$ cat src/rtl/bsr_pkg.sv
package bsr_pkg;

  // register indices (byte address on the bus is four times the index)
  localparam logic [7:0] OFF_INDIRECT_ACCESS_PORT = 8'h80;
  localparam logic [7:0] OFF_TIMER_AND_PULLUP_OPTIONS = 8'h81;
  localparam logic [7:0] OFF_PROGRAM_COUNTER_LOW = 8'h82;
  localparam logic [7:0] OFF_CORE_FLAGS = 8'h83;
  localparam logic [7:0] OFF_INDIRECT_POINTER = 8'h84;
  localparam logic [7:0] OFF_PORT_A_DIRECTION = 8'h85;
  localparam logic [7:0] OFF_PORT_B_DIRECTION = 8'h86;
  localparam logic [7:0] OFF_PROGRAM_COUNTER_HIGH_LATCH = 8'h8a;
  localparam logic [7:0] OFF_INTERRUPT_CONTROL = 8'h8b;
  localparam logic [7:0] OFF_PERIPHERAL_IRQ_ENABLE_ONE = 8'h8c;
  localparam logic [7:0] OFF_PERIPHERAL_IRQ_ENABLE_TWO = 8'h8d;
  localparam logic [7:0] OFF_RESET_CAUSE_FLAGS = 8'h8e;
  localparam logic [7:0] OFF_OSCILLATOR_CONTROL = 8'h8f;
  localparam logic [7:0] OFF_OSCILLATOR_TUNING = 8'h90;
  localparam logic [7:0] OFF_TIMER2_PERIOD = 8'h92;
  localparam logic [7:0] OFF_SERIAL_SLAVE_ADDRESS = 8'h93;
  localparam logic [7:0] OFF_SERIAL_PORT_STATUS = 8'h94;
  localparam logic [7:0] OFF_CONVERSION_RESULT_LOW = 8'h9e;
  localparam logic [7:0] OFF_CONVERSION_CONFIG_ONE = 8'h9f;

  // bank number carried in index bits 8:7
  localparam logic [1:0] BANK_ONE = 2'h1;

  // core flags: irp rp1 rp0 timeout powerdown zero digit_carry carry
  localparam logic [7:0] RST_CORE_FLAGS = 8'h18;
  localparam logic [7:0] RSTM_CORE_FLAGS = 8'hf8;
  localparam logic [7:0] WM_CORE_FLAGS = 8'he7;
  localparam int CF_RP_LO = 5;
  localparam int CF_SLEEP_LO = 3;

  // interrupt control: bits 2:0 are event flags, bit 0 not reset
  localparam logic [7:0] RST_INTERRUPT_CONTROL = 8'h00;
  localparam logic [7:0] RSTM_INTERRUPT_CONTROL = 8'hfe;

  // reset cause flags: bit 1 power-on, bit 0 brown-out, low means it happened
  localparam logic [7:0] WM_RESET_CAUSE_FLAGS = 8'h03;
  localparam int RC_POR = 1;
  localparam int RC_BROWN_OUT = 0;

  // hardware-driven bits merged on read, and output field offsets
  localparam int OSC_STABLE_BIT = 2;
  localparam logic [7:0] SERIAL_STATUS_MASK = 8'h3f;
  localparam int OSC_FREQ_LO = 4;
  localparam int SERIAL_CFG_LO = 6;

  // plain storage registers, one entry each
  localparam int SIMPLE_N = 13;
  localparam int SI_TIMER_OPT = 0;
  localparam int SI_POINTER = 1;
  localparam int SI_PORT_A = 2;
  localparam int SI_PORT_B = 3;
  localparam int SI_PC_LATCH = 4;
  localparam int SI_IRQ_EN_ONE = 5;
  localparam int SI_IRQ_EN_TWO = 6;
  localparam int SI_OSC_CTRL = 7;
  localparam int SI_OSC_TUNE = 8;
  localparam int SI_T2_PERIOD = 9;
  localparam int SI_SER_ADDR = 10;
  localparam int SI_SER_STAT = 11;
  localparam int SI_CONV_CFG = 12;

  localparam logic [7:0] SMP_OFF [0:SIMPLE_N-1] = '{
    OFF_TIMER_AND_PULLUP_OPTIONS, OFF_INDIRECT_POINTER, OFF_PORT_A_DIRECTION,
    OFF_PORT_B_DIRECTION, OFF_PROGRAM_COUNTER_HIGH_LATCH, OFF_PERIPHERAL_IRQ_ENABLE_ONE,
    OFF_PERIPHERAL_IRQ_ENABLE_TWO, OFF_OSCILLATOR_CONTROL, OFF_OSCILLATOR_TUNING,
    OFF_TIMER2_PERIOD, OFF_SERIAL_SLAVE_ADDRESS, OFF_SERIAL_PORT_STATUS,
    OFF_CONVERSION_CONFIG_ONE};
  localparam logic [7:0] SMP_RST [0:SIMPLE_N-1] = '{
    8'hff, 8'h00, 8'hff, 8'hff, 8'h00, 8'h00, 8'h00,
    8'h00, 8'h00, 8'hff, 8'h00, 8'h00, 8'h00};
  // bits that take the reset value; the pointer is left unknown
  localparam logic [7:0] SMP_RSTM [0:SIMPLE_N-1] = '{
    8'hff, 8'h00, 8'hff, 8'hff, 8'hff, 8'hff, 8'hff,
    8'hff, 8'hff, 8'hff, 8'hff, 8'hff, 8'hff};
  // implemented, software-writable bits
  localparam logic [7:0] SMP_WM [0:SIMPLE_N-1] = '{
    8'hff, 8'hff, 8'hdf, 8'hff, 8'h1f, 8'h4f, 8'h10,
    8'h70, 8'h3f, 8'hff, 8'hff, 8'hc0, 8'hcf};
  // bits that always read as one
  localparam logic [7:0] SMP_ONE [0:SIMPLE_N-1] = '{
    8'h00, 8'h00, 8'h20, 8'h00, 8'h00, 8'h00, 8'h00,
    8'h00, 8'h00, 8'h00, 8'h00, 8'h00, 8'h00};
  localparam logic SMP_MIRROR [0:SIMPLE_N-1] = '{
    1'b0, 1'b1, 1'b0, 1'b0, 1'b1, 1'b0, 1'b0,
    1'b0, 1'b1, 1'b0, 1'b0, 1'b0, 1'b0};

endpackage

$ cat src/rtl/bsr_ahb_if.sv
`timescale 1ns/1ps
module bsr_ahb_if (
  // clock and reset
  input wire logic i_clk,
  input wire logic i_sys_rst,
  // ahb-lite slave
  input wire logic i_hsel,
  input wire logic [31:0] i_haddr,
  input wire logic [1:0] i_htrans,
  input wire logic i_hwrite,
  input wire logic i_hready,
  input wire logic [31:0] i_hwdata,
  output logic [31:0] o_hrdata,
  output logic o_hreadyout,
  output logic o_hresp,
  // register side
  output logic [8:0] o_idx,
  output logic o_wr,
  output logic [7:0] o_wdata,
  input wire logic [7:0] i_rdata
);

  typedef enum logic [1:0] {AHB_IDLE, AHB_WRITE, AHB_READ_WAIT, AHB_READ_DONE} bsr_ahb_e;
  bsr_ahb_e state_q;
  logic take;

  assign take = i_hsel && i_hready && i_htrans[1];
  // reads take one wait state so that read data come from a flop
  assign o_hreadyout = (state_q != AHB_READ_WAIT);
  assign o_hresp = 1'b0;
  assign o_wr = (state_q == AHB_WRITE);
  assign o_wdata = i_hwdata[7:0];

  always_ff @(posedge i_clk) begin
    if (i_sys_rst) begin
      state_q <= AHB_IDLE;
    end else begin
      case (state_q)
        AHB_READ_WAIT: state_q <= AHB_READ_DONE;
        default: begin
          if (take) begin
            state_q <= i_hwrite ? AHB_WRITE : AHB_READ_WAIT;
          end else begin
            state_q <= AHB_IDLE;
          end
        end
      endcase
    end
  end

  always_ff @(posedge i_clk) begin
    if (i_sys_rst) begin
      o_idx <= 9'h000;
    end else if (take && o_hreadyout) begin
      o_idx <= i_haddr[10:2];
    end
  end

  always_ff @(posedge i_clk) begin
    if (i_sys_rst) begin
      o_hrdata <= 32'h0000_0000;
    end else if (state_q == AHB_READ_WAIT) begin
      o_hrdata <= {24'h00_0000, i_rdata};
    end
  end

endmodule

$ cat src/rtl/bsr_reg8.sv
`timescale 1ns/1ps
module bsr_reg8 #(
  parameter logic [7:0] P_RST = 8'h00,
  parameter logic [7:0] P_RSTM = 8'hff,
  parameter logic [7:0] P_WM = 8'hff
) (
  // clock and reset
  input wire logic i_clk,
  input wire logic i_sys_rst,
  // write port
  input wire logic i_we,
  input wire logic [7:0] i_wdata,
  // stored value
  output logic [7:0] o_q
);

  // bits outside the reset mask keep whatever they held
  always_ff @(posedge i_clk) begin
    if (i_sys_rst) begin
      o_q <= (o_q & ~P_RSTM) | (P_RST & P_RSTM);
    end else if (i_we) begin
      o_q <= (o_q & ~P_WM) | (i_wdata & P_WM);
    end
  end

endmodule

$ cat src/rtl/bsr_top.sv
// Notes on behaviour
// RULE_01 - empty addresses and bits read zero
// RULE_02 - mirrored core registers decode in every bank
// RULE_03 - no address reaches program counter upper byte
// RULE_04 - five-bit latch loads counter bits twelve to eight on a low-byte write, only bits twelve and eleven on a jump
// RULE_05 - port A bit five direction reads one
// RULE_06 - reset cause flags follow the reset kind
// RULE_07 - unknown reset bits keep their contents
// RULE_08 - writes to empty places change nothing
`timescale 1ns/1ps
module bsr_top (
  // clock and reset
  input wire logic i_clk,
  input wire logic i_sys_rst,
  // ahb-lite slave
  input wire logic i_hsel,
  input wire logic [31:0] i_haddr,
  input wire logic [1:0] i_htrans,
  input wire logic i_hwrite,
  input wire logic [2:0] i_hsize,
  input wire logic i_hready,
  input wire logic [31:0] i_hwdata,
  output logic [31:0] o_hrdata,
  output logic o_hreadyout,
  output logic o_hresp,
  // program counter control from the core
  input wire logic i_pc_step,
  input wire logic i_pc_jump,
  input wire logic [10:0] i_jump_target,
  output logic [12:0] o_program_counter,
  // core flag updates
  input wire logic i_alu_flags_we,
  input wire logic [2:0] i_alu_flags,
  input wire logic i_sleep_flags_we,
  input wire logic [1:0] i_sleep_flags,
  output logic [7:0] o_core_flags,
  // interrupt event flags
  input wire logic [2:0] i_irq_flag_set,
  output logic [7:0] o_interrupt_control,
  // reset cause
  input wire logic i_reset_was_por,
  input wire logic i_reset_was_brown_out,
  output logic [1:0] o_reset_cause_flags,
  // indirect data memory access
  output logic [8:0] o_indirect_addr,
  output logic o_indirect_wr,
  output logic [7:0] o_indirect_wdata,
  input wire logic [7:0] i_indirect_rdata,
  // peripheral status inputs
  input wire logic i_osc_stable,
  input wire logic [5:0] i_serial_status,
  input wire logic [7:0] i_conversion_result_low,
  // configuration outputs
  output logic [7:0] o_timer_and_pullup_options,
  output logic [7:0] o_port_a_direction,
  output logic [7:0] o_port_b_direction,
  output logic [7:0] o_peripheral_irq_enable_one,
  output logic [7:0] o_peripheral_irq_enable_two,
  output logic [2:0] o_oscillator_freq_select,
  output logic [5:0] o_oscillator_tuning,
  output logic [7:0] o_timer2_period,
  output logic [7:0] o_serial_slave_address,
  output logic [1:0] o_serial_port_config,
  output logic [7:0] o_conversion_config_one
);

  logic [8:0] idx;
  logic wr;
  logic [7:0] wdata;
  logic [7:0] rdata;
  logic [7:0] smp_q [0:bsr_pkg::SIMPLE_N-1];
  logic [bsr_pkg::SIMPLE_N-1:0] smp_hit;
  logic hit_indirect;
  logic hit_pc_low;
  logic hit_flags;
  logic hit_irq_ctrl;
  logic hit_cause;
  logic hit_result;
  logic [12:0] pc_q;
  logic [7:0] flags_q;
  logic [7:0] irq_ctrl_q;
  logic [1:0] cause_q;
  logic [7:0] flags_wr;
  logic [7:0] irq_ctrl_wr;
  logic [4:0] pc_latch;
  logic unused_size;
  logic wr_indirect;
  logic wr_pc_low;
  logic wr_flags;
  logic wr_irq_ctrl;
  logic wr_cause;
  logic ind_wr_q;
  logic [7:0] ind_wdata_q;

  assign unused_size = ^i_hsize;

  bsr_ahb_if u_ahb (
    .i_clk(i_clk),
    .i_sys_rst(i_sys_rst),
    .i_hsel(i_hsel),
    .i_haddr(i_haddr),
    .i_htrans(i_htrans),
    .i_hwrite(i_hwrite),
    .i_hready(i_hready),
    .i_hwdata(i_hwdata),
    .o_hrdata(o_hrdata),
    .o_hreadyout(o_hreadyout),
    .o_hresp(o_hresp),
    .o_idx(idx),
    .o_wr(wr),
    .o_wdata(wdata),
    .i_rdata(rdata)
  );

  // index hit: mirrored entries ignore the bank bits
  function automatic logic idx_hit(input logic [8:0] a, input logic [7:0] off,
                                   input logic mir);
    logic same_low;
    same_low = (a[6:0] == off[6:0]);
    if (mir) begin
      idx_hit = same_low;
    end else begin
      idx_hit = same_low && (a[8:7] == bsr_pkg::BANK_ONE);
    end
  endfunction

  // RULE_02 mirrored decode for the first four; cause and result decode in bank one only
  assign hit_indirect = idx_hit(idx, bsr_pkg::OFF_INDIRECT_ACCESS_PORT, 1'b1);
  assign hit_pc_low = idx_hit(idx, bsr_pkg::OFF_PROGRAM_COUNTER_LOW, 1'b1);
  assign hit_flags = idx_hit(idx, bsr_pkg::OFF_CORE_FLAGS, 1'b1);
  assign hit_irq_ctrl = idx_hit(idx, bsr_pkg::OFF_INTERRUPT_CONTROL, 1'b1);
  assign hit_cause = idx_hit(idx, bsr_pkg::OFF_RESET_CAUSE_FLAGS, 1'b0);
  assign hit_result = idx_hit(idx, bsr_pkg::OFF_CONVERSION_RESULT_LOW, 1'b0);

  // RULE_08 unmatched writes enable nothing
  assign wr_indirect = wr && hit_indirect;
  assign wr_pc_low = wr && hit_pc_low;
  assign wr_flags = wr && hit_flags;
  assign wr_irq_ctrl = wr && hit_irq_ctrl;
  assign wr_cause = wr && hit_cause;

  // storage registers, one per table entry
  generate
    for (genvar gi = 0; gi < bsr_pkg::SIMPLE_N; gi++) begin : g_smp
      assign smp_hit[gi] = idx_hit(idx, bsr_pkg::SMP_OFF[gi], bsr_pkg::SMP_MIRROR[gi]);
      // RULE_07 partial reset
      bsr_reg8 #(
        .P_RST(bsr_pkg::SMP_RST[gi]),
        .P_RSTM(bsr_pkg::SMP_RSTM[gi]),
        .P_WM(bsr_pkg::SMP_WM[gi])
      ) u_reg (
        .i_clk(i_clk),
        .i_sys_rst(i_sys_rst),
        .i_we(wr && smp_hit[gi]),
        .i_wdata(wdata),
        .o_q(smp_q[gi])
      );
    end
  endgenerate

  // RULE_04 latch holds counter bits 12:8
  assign pc_latch = smp_q[bsr_pkg::SI_PC_LATCH][4:0];

  // RULE_04 latch loaded into upper counter
  always_ff @(posedge i_clk) begin
    if (i_sys_rst) begin
      pc_q <= 13'h0000;
    end else if (wr_pc_low) begin
      pc_q <= {pc_latch, wdata};
    end else if (i_pc_jump) begin
      pc_q <= {pc_latch[4:3], i_jump_target};
    end else if (i_pc_step) begin
      pc_q <= pc_q + 13'h0001;
    end
  end

  // core flags: core updates win over a software write
  always_comb begin
    flags_wr = (flags_q & ~bsr_pkg::WM_CORE_FLAGS) | (wdata & bsr_pkg::WM_CORE_FLAGS);
    if (i_alu_flags_we) begin
      flags_wr[2:0] = i_alu_flags;
    end
    if (i_sleep_flags_we) begin
      flags_wr[bsr_pkg::CF_SLEEP_LO +: 2] = i_sleep_flags;
    end
  end

  // RULE_07 carry flags not reset
  always_ff @(posedge i_clk) begin
    if (i_sys_rst) begin
      flags_q <= (flags_q & ~bsr_pkg::RSTM_CORE_FLAGS) |
                 (bsr_pkg::RST_CORE_FLAGS & bsr_pkg::RSTM_CORE_FLAGS);
    end else if (wr_flags) begin
      flags_q <= flags_wr;
    end else begin
      if (i_alu_flags_we) begin
        flags_q[2:0] <= i_alu_flags;
      end
      if (i_sleep_flags_we) begin
        flags_q[bsr_pkg::CF_SLEEP_LO +: 2] <= i_sleep_flags;
      end
    end
  end

  // event flags: a set in the clearing cycle survives
  assign irq_ctrl_wr = wdata | {5'h00, i_irq_flag_set};

  // RULE_07 bit 0 keeps contents
  always_ff @(posedge i_clk) begin
    if (i_sys_rst) begin
      irq_ctrl_q <= (irq_ctrl_q & ~bsr_pkg::RSTM_INTERRUPT_CONTROL) |
                    (bsr_pkg::RST_INTERRUPT_CONTROL & bsr_pkg::RSTM_INTERRUPT_CONTROL);
    end else if (wr_irq_ctrl) begin
      irq_ctrl_q <= irq_ctrl_wr;
    end else begin
      irq_ctrl_q[2:0] <= irq_ctrl_q[2:0] | i_irq_flag_set;
    end
  end

  // RULE_06 flags reflect reset kind
  always_ff @(posedge i_clk) begin
    if (i_sys_rst) begin
      cause_q[bsr_pkg::RC_POR] <= ~i_reset_was_por;
      cause_q[bsr_pkg::RC_BROWN_OUT] <= ~i_reset_was_brown_out;
    end else if (wr_cause) begin
      cause_q <= wdata[1:0] & bsr_pkg::WM_RESET_CAUSE_FLAGS[1:0];
    end
  end

  // RULE_01 read mux, zero default
  always_comb begin
    rdata = 8'h00;
    for (int i = 0; i < bsr_pkg::SIMPLE_N; i++) begin
      // RULE_05 bit five forced high
      if (smp_hit[i]) begin
        rdata = rdata | (smp_q[i] & bsr_pkg::SMP_WM[i]) | bsr_pkg::SMP_ONE[i];
      end
    end
    if (smp_hit[bsr_pkg::SI_OSC_CTRL]) begin
      rdata[bsr_pkg::OSC_STABLE_BIT] = i_osc_stable;
    end
    if (smp_hit[bsr_pkg::SI_SER_STAT]) begin
      rdata = rdata | ({2'h0, i_serial_status} & bsr_pkg::SERIAL_STATUS_MASK);
    end
    if (hit_indirect) begin
      rdata = i_indirect_rdata;
    end
    // RULE_03 only the low byte is visible
    if (hit_pc_low) begin
      rdata = pc_q[7:0];
    end
    if (hit_flags) begin
      rdata = flags_q;
    end
    if (hit_irq_ctrl) begin
      rdata = irq_ctrl_q;
    end
    if (hit_cause) begin
      rdata = {6'h00, cause_q};
    end
    if (hit_result) begin
      rdata = i_conversion_result_low;
    end
  end

  // indirect writes leave through flops so the write data output is registered
  always_ff @(posedge i_clk) begin
    if (i_sys_rst) begin
      ind_wr_q <= 1'b0;
      ind_wdata_q <= 8'h00;
    end else begin
      ind_wr_q <= wr_indirect;
      if (wr_indirect) begin
        ind_wdata_q <= wdata;
      end
    end
  end

  assign o_indirect_wr = ind_wr_q;
  assign o_indirect_wdata = ind_wdata_q;
  // address follows the pointer live so indirect reads see it at once
  assign o_indirect_addr = {flags_q[7], smp_q[bsr_pkg::SI_POINTER]};

  // outputs
  assign o_program_counter = pc_q;
  assign o_core_flags = flags_q;
  assign o_interrupt_control = irq_ctrl_q;
  assign o_reset_cause_flags = cause_q;
  assign o_timer_and_pullup_options = smp_q[bsr_pkg::SI_TIMER_OPT];
  assign o_port_a_direction = smp_q[bsr_pkg::SI_PORT_A] | bsr_pkg::SMP_ONE[bsr_pkg::SI_PORT_A];
  assign o_port_b_direction = smp_q[bsr_pkg::SI_PORT_B];
  assign o_peripheral_irq_enable_one = smp_q[bsr_pkg::SI_IRQ_EN_ONE] &
                                       bsr_pkg::SMP_WM[bsr_pkg::SI_IRQ_EN_ONE];
  assign o_peripheral_irq_enable_two = smp_q[bsr_pkg::SI_IRQ_EN_TWO] &
                                       bsr_pkg::SMP_WM[bsr_pkg::SI_IRQ_EN_TWO];
  assign o_oscillator_freq_select = smp_q[bsr_pkg::SI_OSC_CTRL][bsr_pkg::OSC_FREQ_LO +: 3];
  assign o_oscillator_tuning = smp_q[bsr_pkg::SI_OSC_TUNE][5:0];
  assign o_timer2_period = smp_q[bsr_pkg::SI_T2_PERIOD];
  assign o_serial_slave_address = smp_q[bsr_pkg::SI_SER_ADDR];
  assign o_serial_port_config = smp_q[bsr_pkg::SI_SER_STAT][bsr_pkg::SERIAL_CFG_LO +: 2];
  assign o_conversion_config_one = smp_q[bsr_pkg::SI_CONV_CFG] &
                                   bsr_pkg::SMP_WM[bsr_pkg::SI_CONV_CFG];

endmodule

$ cat config.mk
export PLATFORM = sky130hd
export DESIGN_NAME = bsr_top
export DESIGN_NICKNAME = d
export VERILOG_FILES = /design/src/rtl/bsr_pkg.sv /design/src/rtl/bsr_ahb_if.sv /design/src/rtl/bsr_reg8.sv /design/src/rtl/bsr_top.sv
export SDC_FILE = /design/constraint.sdc
export NUM_CORES = 1
export LEC_CHECK = 0
export BUFFER_PORTS_ARGS = -buffer_cell sky130_fd_sc_hd__buf_2
export CORE_MARGIN = 10
export CORE_UTILIZATION = 44
export CTS_CLUSTER_DIAMETER = 120
export DETAILED_ROUTE_END_ITERATION = 8
export GPL_TIMING_DRIVEN = 0
export PLACE_DENSITY = 0.76
export SETUP_SLACK_MARGIN = 0.5
export SKIP_CTS_REPAIR_TIMING = 1
export SLEW_MARGIN = 10
export SYNTH_ARGS = -nofsm -noshare
export SYNTH_HDL_FRONTEND = slang
export SYNTH_SLANG_ARGS = --single-unit
$ cat constraint.sdc
create_clock -name i_clk -period 1.95 [get_ports i_clk]
set_input_delay 0.4875 -clock i_clk [delete_from_list [all_inputs] [get_ports i_clk]]
set_output_delay 0.4875 -clock i_clk [all_outputs]
set_load 0.02 [all_outputs]
==> results.json <==
{
  "dieHeight_um": 147,
  "fin_util_pct": 71.5,
  "synth_warnings": 0,
  "place_ws_ns": -0.354,
  "status": "complete, but fails checks",
  "start_kind": "flop",
  "dp_cells": 1268,
  "ys.flop_type": "dfxtp_1",
  "synth_compound_area_share_pct": 14.1,
  "failed_checks": "negative setup slack",
  "rows": 46,
  "hold_ws_ns": 0.237,
  "die-area_sq_um": 21500,
  "skew_ns": 0.0151,
  "synthAdderAreaFrac_pct": 0.177,
  "grt_pass1_wl_um": 44700,
  "htreeDepth": 4,
  "grt_pass1_vias": 7316,
  "synth_cells": 827,
  "cp_data_arrival_time_ns": 2.58,
  "peakVddDrop_mv": 0.595,
  "async_flop_share_pct": 0,
  "crit_chain": "buf_6, or4_4, nor3_4, o21ai_1, o211ai_1, nor4_4, o32ai_1",
  "stdcell_count": 1401,
  "wirelength_um": 33800,
  "power_mw": 7.27,
  "place.gp.congestion": 1.00,
  "cts_sinks": 134,
  "setup_viol": 55,
  "hpwl_um": 23000,
  "cts_buffers": 17,
  "min-delay-start": "i_hwdata[5]",
  "layout_setup_ws_ns": -0.288,
  "via_count": 8219,
  "slew_viol_final": 0,
  "setup_tns_ns": -5.13,
  "port_buffers": 189,
  "yosysMostFrequentCell": "nand2_1",
  "antenna_found_initial": 0,
  "die_width_um": 147,
  "hold_class": "input pin to flop",
  "syn_to_final_growth_pct": 60.3,
  "io_pins": 280,
  "slew-limit-headroom_pct": 27.6,
  "grt_max_degree": 17,
  "ys_top_cells_by_count": "nand2_1, dfxtp_1, mux2i_1, nor2_1, a21oi_1",
  "stdcell_area_sq_um": 11300,
  "layout.nets": 1297,
  "drc": 0,
  "period_minus_slack_ns": 2.24,
  "n_fill_cell": 1131,
  "rsz0062_at_grt": "yes",
  "clockRootBuffer": "clkbuf_16",
  "fmax_ghz": 0.447,
  "synth_simple_gate_area_share_pct": 23.8,
  "yosysTopAreaCell": "dfxtp_1",
  "initial_core_util_pct": 44.6,
  "synth_top_family_by_area": "simple AND/OR/NAND/NOR gates",
  "core_sq_um": 15800,
  "cpPeakStageDelay_ns": 0.56,
  "synth-xor-area-share_pct": 1.49,
  "cts_buffer_depth": 2,
  "grt-ovfl-total": 0,
  "placedInstanceArea_sq_um": 8740,
  "cp_max_fo": 7,
  "clk_pin_slew_worst_paths_ns": 0.06,
  "routedWlPerCell_um": 24.1,
  "final_hold_viol_count": 0,
  "synthTopCellsByArea": "dfxtp_1, mux2i_1, nand2_1, edfxtp_1, buf_4",
  "first_iter_violations": 956,
  "synth_edf_count": 14,
  "synth_top_cell_area_share_pct": 34.0,
  "cts_tree": "done",
  "grt_usage_pct": 27.1,
  "num_antenna_cells": 0,
  "crit_path_start": "u_ahb.o_idx[5]",
  "finalCritPeriodShare_pct": 115,
  "p_leak_nw": 5.08,
  "syn_area_sq_um": 7060,
  "worst_slew_pin_slew_ns": 1.09,
  "slowest_stage": "or4_4",
  "avgSynthCellArea_sq_um": 8.54,
  "critPathRequiredTime_ns": 2.29,
  "postRouteAntennaNets": 0,
  "reg2reg_from": "u_ahb.o_idx[5]",
  "yosys_register_bits": 134,
  "drive_above_1_share_pct": 51.7,
  "clock_latency_ns": 0.44,
  "ys_seq_area_share_pct": 40.0,
  "p_per_area_nw_per_um2": 643,
  "via_per_inst": 5.87,
  "first_pass_iters": 6,
  "synthMuxAreaShare_pct": 12.0,
  "max_cap_violations": 0,
  "cp-end-kind": "flop",
  "crit_type": "flop to flop",
  "yosys.cell_types.count": 69
}
per-layer routing:
metal / vias up / routed length (um) / global-route usage [%]
met3: 136 / 4280 / 9.33
met2: 653 / 15100 / 41.2
li1: 3561 / - / -
met4: 0 / 1640 / 11.4
met5: - / 0 / 0
met1: 3869 / 12800 / 34.3
cell type report:
class / count / area, sq um / area share, %
buffer: 90 / 679 / 6.00
sequential: 134 / 2980 / 26.3
multi-input combinational: 624 / 4530 / 40.0
timing repair buffer: 292 / 2260 / 19.9
clock inverter: 5 / 52.6 / 0.464
inverter: 15 / 56.3 / 0.498
tap: 216 / 270 / 2.39
clock buffer: 25 / 495 / 4.38
worst paths after layout:
| path | endpoint | slack, ns | cells after the start |
|---|---|---|---|
| max | u_ahb.o_hrdata[0] | -0.29 | 7 |
| min | g_smp[1].u_reg.o_q[5] | 0.24 | 1 |
| max reg2reg | u_ahb.o_hrdata[0] | -0.29 | 7 |
| min reg2reg | o_indirect_wdata[7] | 0.47 | 2 |
power breakdown:
part	switching, mW	leakage, nW	total (mW)	internal (mW)
logic	0.763	3.68	1.30	0.538
registers	0.0621	1.12	2.88	2.82
clock network	1.22	0.269	3.09	1.87
total	2.05	5.08	7.27	5.23
sequential cells by signal, indices dropped and copies added, names as in the netlist:
register and flops:
o_indirect_wr 1, o_core_flags 8, o_program_counter 13, o_interrupt_control 8, g_smp.u_reg.o_q 75, u_ahb.state_q 2
o_indirect_wdata 8, u_ahb.o_hrdata 8, o_reset_cause_flags 2, u_ahb.o_idx 9
kinds of logic after synthesis:
kind of cell             Yosys count
other                              2
multiplexers                      84
XOR/XNOR                          12
flip-flops                       134
buffers and inverters            105
adder cells (fa/ha/maj)            1
AND/OR/NAND/NOR                  335
AO/OA/AOI/OAI                    154
placed cells by master, fill, tap and decap left out, types with 9 or more instances in the layout:
cell         n
a21oi_1     35
a21oi_2     22
buf_2       94
buf_4      172
buf_6       72
clkbuf_1    24
clkbuf_16   17
conb_1      38
dfxtp_1     38
dfxtp_2     61
dfxtp_4     21
edfxtp_1    14
inv_1       14
mux2i_1     77
nand2_1    108
nand2_4     11
nand3_1     34
nand3_2     11
nand4_1     10
nor2_1      55
nor2_2       9
nor2_4      11
nor3_4      10
o21ai_0     30
xor2_1       9
worst max-delay path: cells and delay by family (launching register included):
family	cells	cell delay (ns)
and+or+nand+nor	3	1.05
buffers and inverters	1	0.12
DFF	1	0.31
AOI/OAI and AO/OA	3	0.64
No activity file was read; power rests on OpenSTA's default activity.
